[src/psr_pkg.sv]
// Purpose: Shared constants and types for the potentiometer serial read-back block.
// Assumes: A 125 MHz system clock samples the serial pins.
// Notes: Opcodes sit in the upper nibble of the command byte.
package psr_pkg;

  // System clock rate in MHz.
  localparam int CLK_MHZ = 125;
  // Longest store time into a stored wiper slot, in ms.
  localparam int STORE_TIME_MS = 2;
  // Store time in cycles, the exact product of store time and clock rate, as a longest time.
  localparam int STORE_CYC_DEF = STORE_TIME_MS * CLK_MHZ * 1000;

  // Serial clock pulses in one valid frame.
  localparam logic [4:0] FRAME_BITS = 5'h18;
  // Saturation value of the pulse counter, one above a valid frame.
  localparam logic [4:0] FRAME_OVER = 5'h19;
  // Width of one frame in bits.
  localparam int FRAME_W = 24;
  // Width of a stored word, buffer mode bit plus eight wiper bits.
  localparam int WORD_W = 9;
  // Number of channels and of stored slots.
  localparam int CHANNELS = 4;
  localparam int SLOTS_TOTAL = 16;

  // Frame field positions.
  localparam int OP_HI = 23;
  localparam int OP_LO = 20;
  localparam int ADDR_HI = 19;
  localparam int ADDR_LO = 16;
  // Bit that holds the buffer mode bit in a stored word.
  localparam int BUF_BIT = 8;

  // Command opcodes.
  localparam logic [3:0] OP_NOP = 4'h0;
  localparam logic [3:0] OP_WAKE = 4'h1;
  localparam logic [3:0] OP_PROGRAM = 4'h2;
  localparam logic [3:0] OP_STORE_TAP = 4'h3;
  localparam logic [3:0] OP_WRITE_TAP = 4'h4;
  localparam logic [3:0] OP_SLEEP = 4'h8;
  localparam logic [3:0] OP_RESET = 4'h9;
  localparam logic [3:0] OP_READ_SLOT = 4'ha;
  localparam logic [3:0] OP_LOAD_TAP = 4'hb;
  localparam logic [3:0] OP_READ_TAP = 4'hc;

  // Slot that is recalled into the wiper after power-up or reset.
  localparam logic [1:0] RECALL_SLOT = 2'h0;
  // Last channel index.
  localparam logic [1:0] LAST_CHAN = 2'h3;

  // Sequencer states.
  typedef enum logic [1:0] {
    SEQ_IDLE = 2'b00,
    SEQ_FETCH = 2'b01,
    SEQ_APPLY = 2'b10,
    SEQ_STORE = 2'b11
  } psr_seq_e;

  // What to do with a fetched stored word.
  typedef enum logic [1:0] {
    USE_READ = 2'b00,
    USE_LOAD = 2'b01,
    USE_INIT = 2'b10
  } psr_use_e;

  // Three-stage pin synchroniser with its filtered level.
  typedef struct packed {
    logic [2:0] stage;
    logic level;
  } psr_sync_s;

  // Stored-slot memory request.
  typedef struct packed {
    logic we;
    logic [3:0] addr;
    logic [WORD_W-1:0] wdata;
  } psr_mem_req_s;

endpackage

[src/psr_slot_mem.sv]
// Purpose: Small memory holding the stored wiper slots of all channels.
// Assumes: One access per cycle, write or read, with a registered read.
// Notes: Contents clear under reset so simulation starts from known words.
`timescale 1ns/1ps

module psr_slot_mem
  import psr_pkg::*;
#(
  parameter int DEPTH = SLOTS_TOTAL,
  parameter int WIDTH = WORD_W
) (
  input wire logic clock,
  input wire logic resetn,
  input wire psr_mem_req_s req,
  output logic [WIDTH-1:0] rdata
);

  // Storage array, one word per slot and channel.
  logic [DEPTH-1:0][WIDTH-1:0] mem_reg;

  // Writes store the word; every cycle the addressed word is registered out.
  always_ff @(posedge clock or negedge resetn) begin
    if (!resetn) begin
      mem_reg <= '0;
      rdata <= '0;
    end else begin
      if (req.we) begin
        mem_reg[req.addr] <= req.wdata;
      end
      rdata <= mem_reg[req.addr];
    end
  end

endmodule // psr_slot_mem

[src/psr_readback.sv]
// Purpose: Serial command slave of a four-channel potentiometer with read-back.
// Assumes: Serial pins come from another clock domain and are oversampled.
// Notes: Read data leaves on the frame after the read command.
`timescale 1ns/1ps

// Behaviour
// - Host can read any wiper or slot.
// - Read data shifts out on falling clock.
// - Read data appears in the next frame.
// - Opcode 1010 selects a slot and channel.
// - Opcode 1100 selects a channel's wiper value.
// - Answer is buffer bit then eight wiper bits.
// - Store finishes within 2 ms, ready low meanwhile.
// - A frame is exactly 24 clock pulses.
// - Asleep after reset; only wake is obeyed.
module psr_readback
  import psr_pkg::*;
#(
  parameter int STORE_CYCLES = STORE_CYC_DEF,
  parameter int CNT_W = $clog2(STORE_CYCLES + 1)
) (
  input wire logic clock,
  input wire logic resetn,
  input wire logic sclk,
  input wire logic cs_n,
  input wire logic sdi,
  output logic sdo,
  output logic sdo_oe_n,
  output logic ready,
  output logic asleep,
  output logic [CHANNELS-1:0][7:0] wiper_tap_register,
  output logic [CHANNELS-1:0] buffer_mode_bit
);

  // Whole state of the block.
  typedef struct packed {
    psr_sync_s sclk_s;
    psr_sync_s cs_s;
    psr_sync_s sdi_s;
    logic [4:0] bit_cnt;
    logic [FRAME_W-1:0] in_shift;
    logic [FRAME_W-1:0] out_shift;
    logic sdo;
    logic sdo_oe_n;
    logic ready;
    logic asleep;
    psr_seq_e seq;
    psr_use_e use_kind;
    logic [1:0] chan;
    logic [CNT_W-1:0] busy_cnt;
    psr_mem_req_s mem;
    logic [CHANNELS-1:0][7:0] taps;
    logic [CHANNELS-1:0] bufm;
  } psr_state_s;

  psr_state_s state_reg; // Registered state.
  psr_state_s state_next; // Next state.
  logic [WORD_W-1:0] slot_rdata; // Registered read data from the slot memory.

  // Cycles still to wait once a store begins, sized for the counter.
  localparam logic [CNT_W-1:0] STORE_LOAD = CNT_W'(STORE_CYCLES - 1);
  localparam logic [CNT_W-1:0] CNT_ONE = CNT_W'(1);

  // Builds the answer frame: buffer bit lowest in the first data byte, wiper in the second.
  function automatic logic [FRAME_W-1:0] answer_word(input logic [WORD_W-1:0] word);
    answer_word = {{(FRAME_W - WORD_W){1'b0}}, word};
  endfunction

  // Moves a pin through three flip-flops and takes a new level once the last two agree.
  function automatic psr_sync_s pin_sync(input psr_sync_s s, input logic pin);
    psr_sync_s o;
    o.stage = {s.stage[1:0], pin};
    o.level = (s.stage[1] == s.stage[2]) ? s.stage[2] : s.level;
    pin_sync = o;
  endfunction

  // Stored slot words.
  psr_slot_mem #(
    .DEPTH(SLOTS_TOTAL),
    .WIDTH(WORD_W)
  ) u_slot_mem (
    .clock(clock),
    .resetn(resetn),
    .req(state_reg.mem),
    .rdata(slot_rdata)
  );

  // Next-state logic: pin sampling, framing, command decode and the sequencer.
  always_comb begin
    logic sclk_rise;
    logic sclk_fall;
    logic cs_fall;
    logic cs_rise;
    logic [3:0] op;
    logic [3:0] addr;
    logic [1:0] ch;
    sclk_rise = 1'b0;
    sclk_fall = 1'b0;
    cs_fall = 1'b0;
    cs_rise = 1'b0;
    op = '0;
    addr = '0;
    ch = '0;
    state_next = state_reg;
    state_next.mem.we = 1'b0;
    state_next.sclk_s = pin_sync(state_reg.sclk_s, sclk);
    state_next.cs_s = pin_sync(state_reg.cs_s, cs_n);
    state_next.sdi_s = pin_sync(state_reg.sdi_s, sdi);
    sclk_rise = state_next.sclk_s.level & ~state_reg.sclk_s.level;
    sclk_fall = ~state_next.sclk_s.level & state_reg.sclk_s.level;
    cs_fall = ~state_next.cs_s.level & state_reg.cs_s.level;
    cs_rise = state_next.cs_s.level & ~state_reg.cs_s.level;
    op = state_reg.in_shift[OP_HI:OP_LO];
    addr = state_reg.in_shift[ADDR_HI:ADDR_LO];
    ch = addr[1:0];

    // Frame start clears the pulse count.
    if (cs_fall) begin
      state_next.bit_cnt = '0;
    end else if (!state_reg.cs_s.level) begin
      // Rising edges take in command bits and count pulses up to saturation.
      if (sclk_rise) begin
        state_next.in_shift = {state_reg.in_shift[FRAME_W-2:0], state_next.sdi_s.level};
        if (state_reg.bit_cnt != FRAME_OVER) begin
          state_next.bit_cnt = state_reg.bit_cnt + 5'h1;
        end
      end
      // Falling edges move the next answer bit out after the host has sampled.
      if (sclk_fall) begin
        state_next.out_shift = {state_reg.out_shift[FRAME_W-2:0], 1'b0};
      end
    end

    // Frame end: only a 24-pulse frame taken while idle is obeyed.
    if (cs_rise) begin
      state_next.out_shift = '0;
      if (state_reg.bit_cnt == FRAME_BITS && state_reg.seq == SEQ_IDLE) begin
        if (state_reg.asleep) begin
          // While asleep every command but wake-up is dropped.
          if (op == OP_WAKE) begin
            state_next.asleep = 1'b0;
          end
        end else begin
          case (op)
            OP_SLEEP: begin
              state_next.asleep = 1'b1;
            end
            OP_RESET: begin
              // Back to the power-up state: asleep, with slot recall.
              state_next.asleep = 1'b1;
              state_next.seq = SEQ_FETCH;
              state_next.use_kind = USE_INIT;
              state_next.chan = '0;
              state_next.mem.addr = {RECALL_SLOT, 2'h0};
            end
            OP_READ_TAP: begin
              // Answer is ready at once for the next frame.
              state_next.out_shift = answer_word({state_reg.bufm[ch], state_reg.taps[ch]});
              state_next.seq = SEQ_APPLY;
              state_next.use_kind = USE_INIT;
              state_next.chan = LAST_CHAN;
              state_next.mem.addr = {RECALL_SLOT, ch};
            end
            OP_READ_SLOT: begin
              state_next.seq = SEQ_FETCH;
              state_next.use_kind = USE_READ;
              state_next.mem.addr = addr;
            end
            OP_LOAD_TAP: begin
              state_next.seq = SEQ_FETCH;
              state_next.use_kind = USE_LOAD;
              state_next.chan = ch;
              state_next.mem.addr = addr;
            end
            OP_WRITE_TAP: begin
              state_next.taps[ch] = state_reg.in_shift[7:0];
            end
            OP_PROGRAM, OP_STORE_TAP: begin
              // Store a word and hold ready low for the store time.
              state_next.mem.we = 1'b1;
              state_next.mem.addr = addr;
              state_next.mem.wdata = (op == OP_PROGRAM) ? state_reg.in_shift[WORD_W-1:0] :
                                     {state_reg.bufm[ch], state_reg.taps[ch]};
              state_next.seq = SEQ_STORE;
              state_next.busy_cnt = STORE_LOAD;
            end
            default: begin
              // No-op, wake-up and other commands change nothing here.
              state_next.seq = state_reg.seq;
            end
          endcase
        end
      end
    end

    // Sequencer for memory fetches and stores.
    case (state_reg.seq)
      SEQ_FETCH: begin
        state_next.seq = SEQ_APPLY;
      end
      SEQ_APPLY: begin
        if (state_reg.use_kind == USE_READ) begin
          state_next.out_shift = answer_word(slot_rdata);
          state_next.seq = SEQ_IDLE;
        end else if (state_reg.use_kind == USE_LOAD) begin
          state_next.taps[state_reg.chan] = slot_rdata[7:0];
          state_next.bufm[state_reg.chan] = slot_rdata[BUF_BIT];
          state_next.seq = SEQ_IDLE;
        end else if (state_reg.chan == LAST_CHAN) begin
          // A read-tap pass ends here, as does the last recall step.
          // Recall only runs while asleep, and reads only while awake, so a read of a
          // zero wiper can never be taken for the last recall step.
          if (state_reg.mem.addr[3:2] == RECALL_SLOT && state_reg.use_kind == USE_INIT
              && state_reg.asleep) begin
            state_next.taps[LAST_CHAN] = slot_rdata[7:0];
            state_next.bufm[LAST_CHAN] = slot_rdata[BUF_BIT];
          end
          state_next.seq = SEQ_IDLE;
        end else begin
          // Recall slot zero into each channel in turn.
          state_next.taps[state_reg.chan] = slot_rdata[7:0];
          state_next.bufm[state_reg.chan] = slot_rdata[BUF_BIT];
          state_next.chan = state_reg.chan + 2'h1;
          state_next.mem.addr = {RECALL_SLOT, state_reg.chan + 2'h1};
          state_next.seq = SEQ_FETCH;
        end
      end
      SEQ_STORE: begin
        // Count down the store time, then report ready again.
        if (state_reg.busy_cnt <= CNT_ONE) begin
          state_next.seq = SEQ_IDLE;
        end else begin
          state_next.busy_cnt = state_reg.busy_cnt - CNT_ONE;
        end
      end
      default: begin
        state_next.seq = state_next.seq;
      end
    endcase

    // Output flops follow the next state so every pin comes from a register.
    state_next.sdo = state_next.out_shift[FRAME_W-1];
    state_next.sdo_oe_n = state_next.cs_s.level;
    state_next.ready = (state_next.seq == SEQ_IDLE);
  end

  // State register; after reset the block recalls slot zero and stays asleep.
  always_ff @(posedge clock or negedge resetn) begin
    if (!resetn) begin
      state_reg <= '0;
      state_reg.sclk_s <= '{stage: 3'h0, level: 1'b0};
      state_reg.cs_s <= '{stage: 3'h7, level: 1'b1};
      state_reg.sdo_oe_n <= 1'b1;
      state_reg.asleep <= 1'b1;
      state_reg.seq <= SEQ_FETCH;
      state_reg.use_kind <= USE_INIT;
    end else begin
      state_reg <= state_next;
    end
  end

  // Ports straight from the state register.
  assign sdo = state_reg.sdo;
  assign sdo_oe_n = state_reg.sdo_oe_n;
  assign ready = state_reg.ready;
  assign asleep = state_reg.asleep;
  assign wiper_tap_register = state_reg.taps;
  assign buffer_mode_bit = state_reg.bufm;

endmodule // psr_readback

[config.mk]
export PLATFORM = sky130hd
export DESIGN_NAME = psr_readback
export DESIGN_NICKNAME = d
export VERILOG_FILES = /design/src/psr_pkg.sv /design/src/psr_slot_mem.sv /design/src/psr_readback.sv
export SDC_FILE = /design/constraint.sdc
export NUM_CORES = 1
export LEC_CHECK = 0
export BUFFER_PORTS_ARGS = -buffer_cell sky130_fd_sc_hd__buf_4
export CAP_MARGIN = 25
export CORE_MARGIN = 2
export CORE_UTILIZATION = 56
export DETAILED_ROUTE_END_ITERATION = 8
export GPL_TIMING_DRIVEN = 1
export PLACE_DENSITY = 0.73
export SLEW_MARGIN = 10
export SYNTH_ARGS = -nofsm -noshare
export SYNTH_HDL_FRONTEND = slang
export SYNTH_SLANG_ARGS = --single-unit
[constraint.sdc]
create_clock -name clock -period 2.2 [get_ports clock]
set_clock_uncertainty 0.05 [all_clocks]
set_input_delay 0.33 -clock clock [delete_from_list [all_inputs] [get_ports clock]]
set_output_delay 0.33 -clock clock [all_outputs]
set_load 0.05 [all_outputs]
# Word level (Yosys, flattened, before mapping)
# Cells that the tools add are included.
# word_totals
output_inout_bits,40
n_memories,0
latchBits,0
romBits,0
wordCells,182
regBits,295
ramBits,0
inputBits,5
# classes
mux,71
magnitude_cmp,7
n_eq_ne,23
shift,0
n_mul,0
reduce_logical,25
addsub,3
n_bitwise,11
n_div,0
# op_table
operator,n
2-to-1 mux 70 bit,3
bitwise mux 144 bit,1
2-to-1 mux 24 bit,6
2-to-1 mux 36 bit,3
bitwise mux 32 bit,2
2-to-1 mux 9 bit,7
2-to-1 mux 53 bit,1
2-to-1 mux 8 bit,5
binary-select mux 9 bit (select 4 bit),1
demux 9 bit (select 4 bit),1
2-to-1 mux 18 bit,2
demux 8 bit (select 2 bit),2
2-to-1 mux 32 bit,1
2-to-1 mux 29 bit,1
case mux 2 bit (3 select lines),4
"== test 4 bit, second input constant",5
2-to-1 mux 19 bit,1
"<= comparator 18 x 1 -> 1 bit, second input constant",1
"subtractor 18 x 1 -> 18 bit, second input constant",1
binary-select mux 8 bit (select 2 bit),1
2-to-1 mux 4 bit,4
2-to-1 mux 1 bit,13
case mux 4 bit (3 select lines),1
AND reduction 3 bit,4
34 further kinds,69

# Longest topological paths before layout
# Gate-level depths: netlist (run 1).
# logic_depth
word_depth,14
depth_mapped,9
depth_no_buf,7

# Cells and area by module
# Synthesis (run 1) repeated with hierarchy kept, for this count alone.
# hier_totals
cells_unflattened,1052
area_unflattened_um2,13734.4
# by_module_without_submodules
module,seq_area_each_um2,cells_each,n_inst,area_each_um2
psr_slot_mem,3828.7,416,1,6885.4
psr_readback,3537.1,636,1,6849.1

# Worst setup path after synthesis (run 1)
# Ideal clock, no wire load.
# synth_timing
path_kind,reg-to-reg
start,register state_reg[45] in the netlist's numbering
end,register u_slot_mem.rdata[0]
setup_time_ps,138
period_less_slack_ps,2183
required_ps,2012
path_stages_with_launch,5
t_arrival_ps,1994
path_buffers,2
setup_slack_ps,17
path_cell_list,dfrtp_1 -> clkbuf_1 -> buf_1 -> mux4_2 -> mux4_2
# synth_via
elab_chain_len,2
# synth_rtl
item,line,rtl
"start, declared",psr_readback.sv:56,psr_state_s state_reg;
"start signal, assigned",psr_readback.sv:258,state_reg <= state_next;
binary-select mux 9 bit (select 4 bit),psr_slot_mem.sv:30,rdata <= mem_reg[req.addr];
2-to-1 mux 9 bit (implied by the code),psr_slot_mem.sv:30,
"end signal, assigned",psr_slot_mem.sv:30,
"end, declared",psr_slot_mem.sv:15,output logic [WIDTH-1:0] rdata
# Every way passes these cells. The select of a mux whose other input is x is not followed.
# A chain may end at the register's enable or synchronous reset.

==> impl_metrics.tcl, run 1 <==
set metrics [dict create \
    leakagePower_uw 0.007546 \
    area_growth_pct 15.22 \
    io_pins 45 \
    worst-path-buf-inv 1 \
    rows 57 \
    synth_nets 1090 \
    clkSinkCount 294 \
    cp.required_ns 2.63 \
    gp_congestion 0.8001 \
    p_per_area_nw_per_um2 705.4 \
    final_layout_size_suffix_gt1_share_pct 37.78 \
    cpLargestDelayFamily "simple AND/OR/NAND/NOR gates" \
    period_share_pct 101.4 \
    start_kind "register" \
    yosysTopAreaCellShare_pct 52.02 \
    fmax_ghz 0.4482 \
    grt_max_degree 64 \
    ff_latch_area_sq_um 7368 \
    place_area_sq_um 14730 \
    ys_seq_area_share_pct 53.35 \
    critPathArrivalTime_ns 2.66 \
    slowest_stage "or4_4" \
    nets 1154 \
    pre_cts_ws_ns -0.09269 \
    stdcell_area_sq_um 15910 \
    grtUsageTotal_pct 23.05 \
    largest_register_ffs 144 \
    multi_input_area_sq_um 5952 \
    cap_violations 0 \
    synth_common_cells "dfrtp_1 (287), mux2_2 (170), nand2_1 (96), a21oi_1 (70), nor2_1 (62)" \
    die_area_sq_um 25930 \
    grt_pass1_vias 8892 \
    hold_class "in -> async" \
    htree_levels 1 \
    clkTransAtPathRegs_ns 0.07 \
    synth_warnings 0 \
    synthFlopType "dfrtp_1" \
    dr.pass1.iters 5 \
    synth-async-reset-ratio_pct 100.0 \
    synth_largest_area_cell "dfrtp_1" \
    finalHoldViolCount 0 \
    ir_drop_uv 613.2 \
    finalSetupViolCount 6 \
    synth_most_common_cell "dfrtp_1" \
    die_w_microns 161.0 \
    port_buffers 44 \
    start_util_pct 56.94 \
    n_fill_cell 1747 \
    timing.slew.headroom_pct 62.51 \
    dp_hpwl_microns 20080 \
    cts_made_buffers 30 \
    dieHeight_microns 161.0 \
    antenna_left 0 \
    root_buffer "clkbuf_16" \
    diodes 0 \
    vias 8747 \
    vias_per_cell 5.886 \
    avgSynthCellArea_sq_um 12.83 \
    fp.coreArea_sq_um 24250 \
    period_needed_ns 2.231 \
    max_slew.worst_pin.slew_ns 0.5623 \
    crit_type "reg -> reg" \
    grt_overflow 0 \
    path_cells "or4_4 -> or4_4 -> o21bai_4 -> buf_12 -> or4_4 -> mux2i_1" \
    critPathMaxStageDelay_ns 0.54 \
    rsz0062_at_grt "yes" \
    cp-end-kind "register" \
    synth_edf_count 0 \
    drv_slew 0 \
    violations "negative setup slack" \
    status "complete, but fails checks" \
    clockBufferDepth 3 \
    antenna_found_initial 0 \
    drt-total-wl_microns 29370 \
    netlist_top_cells_area "dfrtp_1 (52%), mux2_2 (14%), mux4_2 (8.8%)" \
    drcViolationCount 0 \
    cp_max_fo 5 \
    synthDistinctLibCells 61 \
    wl_per_cell_microns 19.76 \
    worst_skew_pair.late_latency_ns 0.56 \
    syn-cell-area_sq_um 13810 \
    cp_common_cell "or4_4" \
    grt_pass1_wl_microns 48200 \
    netlist_instances 1076 \
    worst_slack_ns -0.03108 \
    synth_seq_cells 294 \
    cts_tree "done" \
    first_iter_violations 542 \
]
per-stage QoR:
step	util (%)	power [uW]	setup TNS, ns	instances	hold WS (ns)
2_1_floorplan	-	5828	0	1076	-0.01559
3_3_place_gp	60.74	6050	-0.08056	1425	0.2574
3_5_place_dp	60.74	6060	-0.2898	1425	0.2544
4_1_cts	65.17	11300	-0.08486	1483	0.2643
5_1_grt	65.60	11580	-0.7794	1486	0.2989
6_report	65.60	11220	-0.07070	1486	0.2624
power by group:
group / internal, uW / switching (uW)
Combinational: 144 / 200
Sequential: 5490 / 144
Clock: 3140 / 2100
Total: 8780 / 2440
repair_timing:
item | in CTS | in global routing
gates cloned | 0 | 2
endpoints found under the hold margin | 57 | 0
pin swaps | 1 | 6
hold buffers | 4 | 0
setup buffers | 0 | 1
endpoints found under the setup margin | 14 | 49
gates resized for setup | 3 | 11
worst paths after layout:
| kind | from | to | slack, ns | depth (start not counted) |
|---|---|---|---|---|
| max | state_reg[61]$_DFF_PN0_ | state_reg[54]$_DFF_PN0_ | -0.03 | 6 |
| min | resetn | state_reg[102]$_DFFE_PN0P_ | 0.26 | 2 |
| max reg2reg | state_reg[61]$_DFF_PN0_ | state_reg[54]$_DFF_PN0_ | -0.03 | 6 |
| min reg2reg | state_next[133]$_DFF_PN0_ | state_next[134]$_DFF_PN0_ | 0.30 | 0 |
| max in group asynchronous | resetn | u_slot_mem.mem_reg[88]$_DFFE_PN0P_ | 1.12 | 3 |
| min in group clock | state_next[133]$_DFF_PN0_ | state_next[134]$_DFF_PN0_ | 0.30 | 0 |
placed cells by master, fill, tap and decap left out, types with 14 or more instances in the layout:
cell	synthesis	layout
nor2_1	62	62
mux4_2	54	54
a21oi_1	70	70
buf_4	36	109
nand2_1	96	94
inv_1	14	14
dfrtp_1	287	285
mux2i_1	51	51
clkbuf_16	0	33
o21ai_0	27	27
mux2_2	170	170
worst reg2reg max path: cells and delay by family, from the launching register on:
family,cells,cell delay (ns)
flip-flops,1,0.38
AO/OA/AOI/OAI,1,0.27
buffers and inverters,1,0.16
AND/OR/NAND/NOR,3,1.14
multiplexers,1,0.16
area by class of cell:
class                           count  share of cell area, %
Sequential cell                   294                  46.32
Multi-Input combinational cell    674                  37.42
Timing Repair Buffer              126                  6.953
Clock buffer                       43                  5.600
Tap cell                          324                  2.548
Clock inverter                     11                 0.8337
Inverter                           14                 0.3303
cell families after synthesis:
group	Yosys count	share of synthesized area, %
buffers and inverters	108	4.123
adders and majority gates	11	0.9606
DFF	294	53.35
xor gates and xnor gates	3	0.1903
AOI/OAI and AO/OA	140	6.090
and+or+nand+nor	244	8.808
muxes	276	26.48
metal layers:
| layer | share of wire (%) | up-vias | routed length, microns | track usage [%] |
|---|---|---|---|---|
| li1 | - | 3996 | - | - |
| met1 | 45 | 4496 | 13280 | 33.79 |
| met2 | 49 | 205 | 14250 | 37.57 |
| met3 | 4.3 | 50 | 1258 | 2.619 |
| met4 | 2.0 | 0 | 581 | 5.438 |
| met5 | 0 | - | 0 | 0 |
No activity file was read; power rests on OpenSTA's default activity.
==> run 2, diff against run 1 <==
--- a/config.mk
+++ b/config.mk
@@ -11,6 +11,7 @@
 export CORE_UTILIZATION = 56
 export DETAILED_ROUTE_END_ITERATION = 8
 export GPL_TIMING_DRIVEN = 1
+export MAX_ROUTING_LAYER = met4
 export PLACE_DENSITY = 0.73
 export SLEW_MARGIN = 10
 export SYNTH_ARGS = -nofsm -noshare
==> run 2 against run 1 <==
- the flow still finishes with violations (negative setup slack)
- core utilization unchanged
- count of clock-buffer cells in the layout unchanged
- setup slack improved by 0.0033 ns
- register-to-register slack about the same
- sequential share of layout area unchanged
- critical path type unchanged
- largest power group unchanged
==> impl_metrics.tcl, run 2 (synthesis results as in run 1) <==
set metrics [dict create \
    status "complete, but fails checks" \
    violations "negative setup slack" \
    area_growth_pct 15.22 \
    wl_per_cell_microns 19.74 \
    start_kind "register" \
    cap_violations 0 \
    drcViolationCount 0 \
    ir_drop_uv 612.8 \
    clkSinkCount 294 \
    dp.cells 1425 \
    port_buffers 44 \
    rows 57 \
    htree_levels 1 \
    clkTransAtPathRegs_ns 0.07 \
    die_area_sq_um 25930 \
    antenna_found_initial 0 \
    grtUsageTotal_pct 23.77 \
    period_needed_ns 2.228 \
    start_util_pct 56.94 \
    timing.slew.headroom_pct 61.89 \
    hold_class "in -> async" \
    dp_hpwl_microns 20080 \
    root_buffer "clkbuf_16" \
    grt_overflow 0 \
    drv_slew 0 \
    rrSetupSlack_ns -0.03 \
    first_iter_violations 530 \
    antenna_left 0 \
    finalNonFillerCells 1486 \
    grt_pass1_vias 8872 \
    nets 1154 \
    clockBufferDepth 3 \
    cp.required_ns 2.63 \
    drt-total-wl_microns 29340 \
    worst_skew_pair.late_latency_ns 0.56 \
    final_layout_size_suffix_gt1_share_pct 37.78 \
    dieHeight_microns 161.0 \
    final_cell_mix "dfrtp_1 (285), mux2_2 (170), buf_4 (109)" \
    cp_max_fo 5 \
    p_per_area_nw_per_um2 705.3 \
    crit_type "reg -> reg" \
    largest_register_ffs 144 \
    gp_congestion 0.8116 \
    cp-end-kind "register" \
    diodes 0 \
    rsz0062_at_grt "yes" \
    leakagePower_uw 0.007546 \
    vias 8741 \
    fp.coreArea_sq_um 24250 \
    grt_pass1_wl_microns 48240 \
    dr.pass1.iters 5 \
    fin_util_pct 65.60 \
    cts_made_buffers 30 \
    worst_slack_ns -0.02775 \
    finalSetupViolCount 5 \
    critPathArrivalTime_ns 2.66 \
    io_pins 45 \
    cts_tree "done" \
    max_slew.worst_pin.slew_ns 0.5716 \
    fmax_ghz 0.4489 \
    grt_max_degree 64 \
    mostFrequentLayoutCell "dfrtp_1" \
    finalHoldViolCount 0 \
    vias_per_cell 5.882 \
    die_w_microns 161.0 \
    period_share_pct 101.3 \
]
[run 2: cell counts in the layout (fill, tap and decap cells not counted)]
No cell type changed its count.
[run 2: final timing paths]
check,startpoint,endpoint,cells after the start
max,state_reg[61]$_DFF_PN0_,state_reg[54]$_DFF_PN0_,6
min,resetn,state_reg[102]$_DFFE_PN0P_,2
max reg2reg,state_reg[61]$_DFF_PN0_,state_reg[54]$_DFF_PN0_,6
min reg2reg,state_next[133]$_DFF_PN0_,state_next[134]$_DFF_PN0_,0
max in group asynchronous,resetn,u_slot_mem.mem_reg[86]$_DFFE_PN0P_,3
min in group clock,state_next[133]$_DFF_PN0_,state_next[134]$_DFF_PN0_,0
[run 2: cell type report]
type,instances,area (sq um)
Clock buffer,43,890.9
Clock inverter,11,132.6
Fill cell,1747,8341
Inverter,14,52.55
Multi-Input combinational cell,674,5952
Sequential cell,294,7368
Tap cell,324,405.4
Timing Repair Buffer,126,1106
[run 2: through the flow]
stage | worst slack [ns] | hold WS, ns | TNS [ns] | cell area [sq um] | power (uW)
finish | -0.02775 | 0.2599 | -0.07500 | 15910 | 11220
global route | -0.09262 | 0.2976 | -0.7871 | 15910 | 11580
CTS | -0.02852 | 0.2643 | -0.08486 | 15800 | 11300
detailed placement | -0.09269 | 0.2544 | -0.2898 | 14730 | 6060
global placement | -0.04116 | 0.2574 | -0.08056 | 14730 | 6050
floorplan | 0.01738 | -0.01559 | 0 | 13810 | 5828
[run 2: worst max-delay path: stages, from the launching register on]
cell and delay, ns:
dfrtp_1 0.38, or4_4 0.54, or4_4 0.49, o21bai_4 0.27, buf_12 0.16, or4_4 0.11
mux2i_1 0.16
[run 2: where the power goes]
| part | internal [uW] | switching [uW] | total (uW) |
|---|---|---|---|
| clock network | 3140 | 2100 | 5240 |
| logic | 144 | 199 | 344 |
| registers | 5490 | 142 | 5630 |
[run 2: metal layers]
metal | GRT usage, % | vias to the layer above | share of wire (%)
met3 | 2.619 | 55 | 4.0
met2 | 37.55 | 190 | 48
met1 | 33.87 | 4505 | 46
li1 | - | 3991 | -
met5 | - | - | 0
met4 | 5.438 | 0 | 2.0
[run 2: what timing repair did]
item / 4_1_cts / 5_1_grt
endpoints found under the hold margin: 57 / 0
buffers inserted: 0 / 1
endpoints found under the setup margin: 14 / 49
resized for setup: 3 / 11
cloned: 0 / 2
pin swaps: 1 / 6
hold buffers: 4 / 0
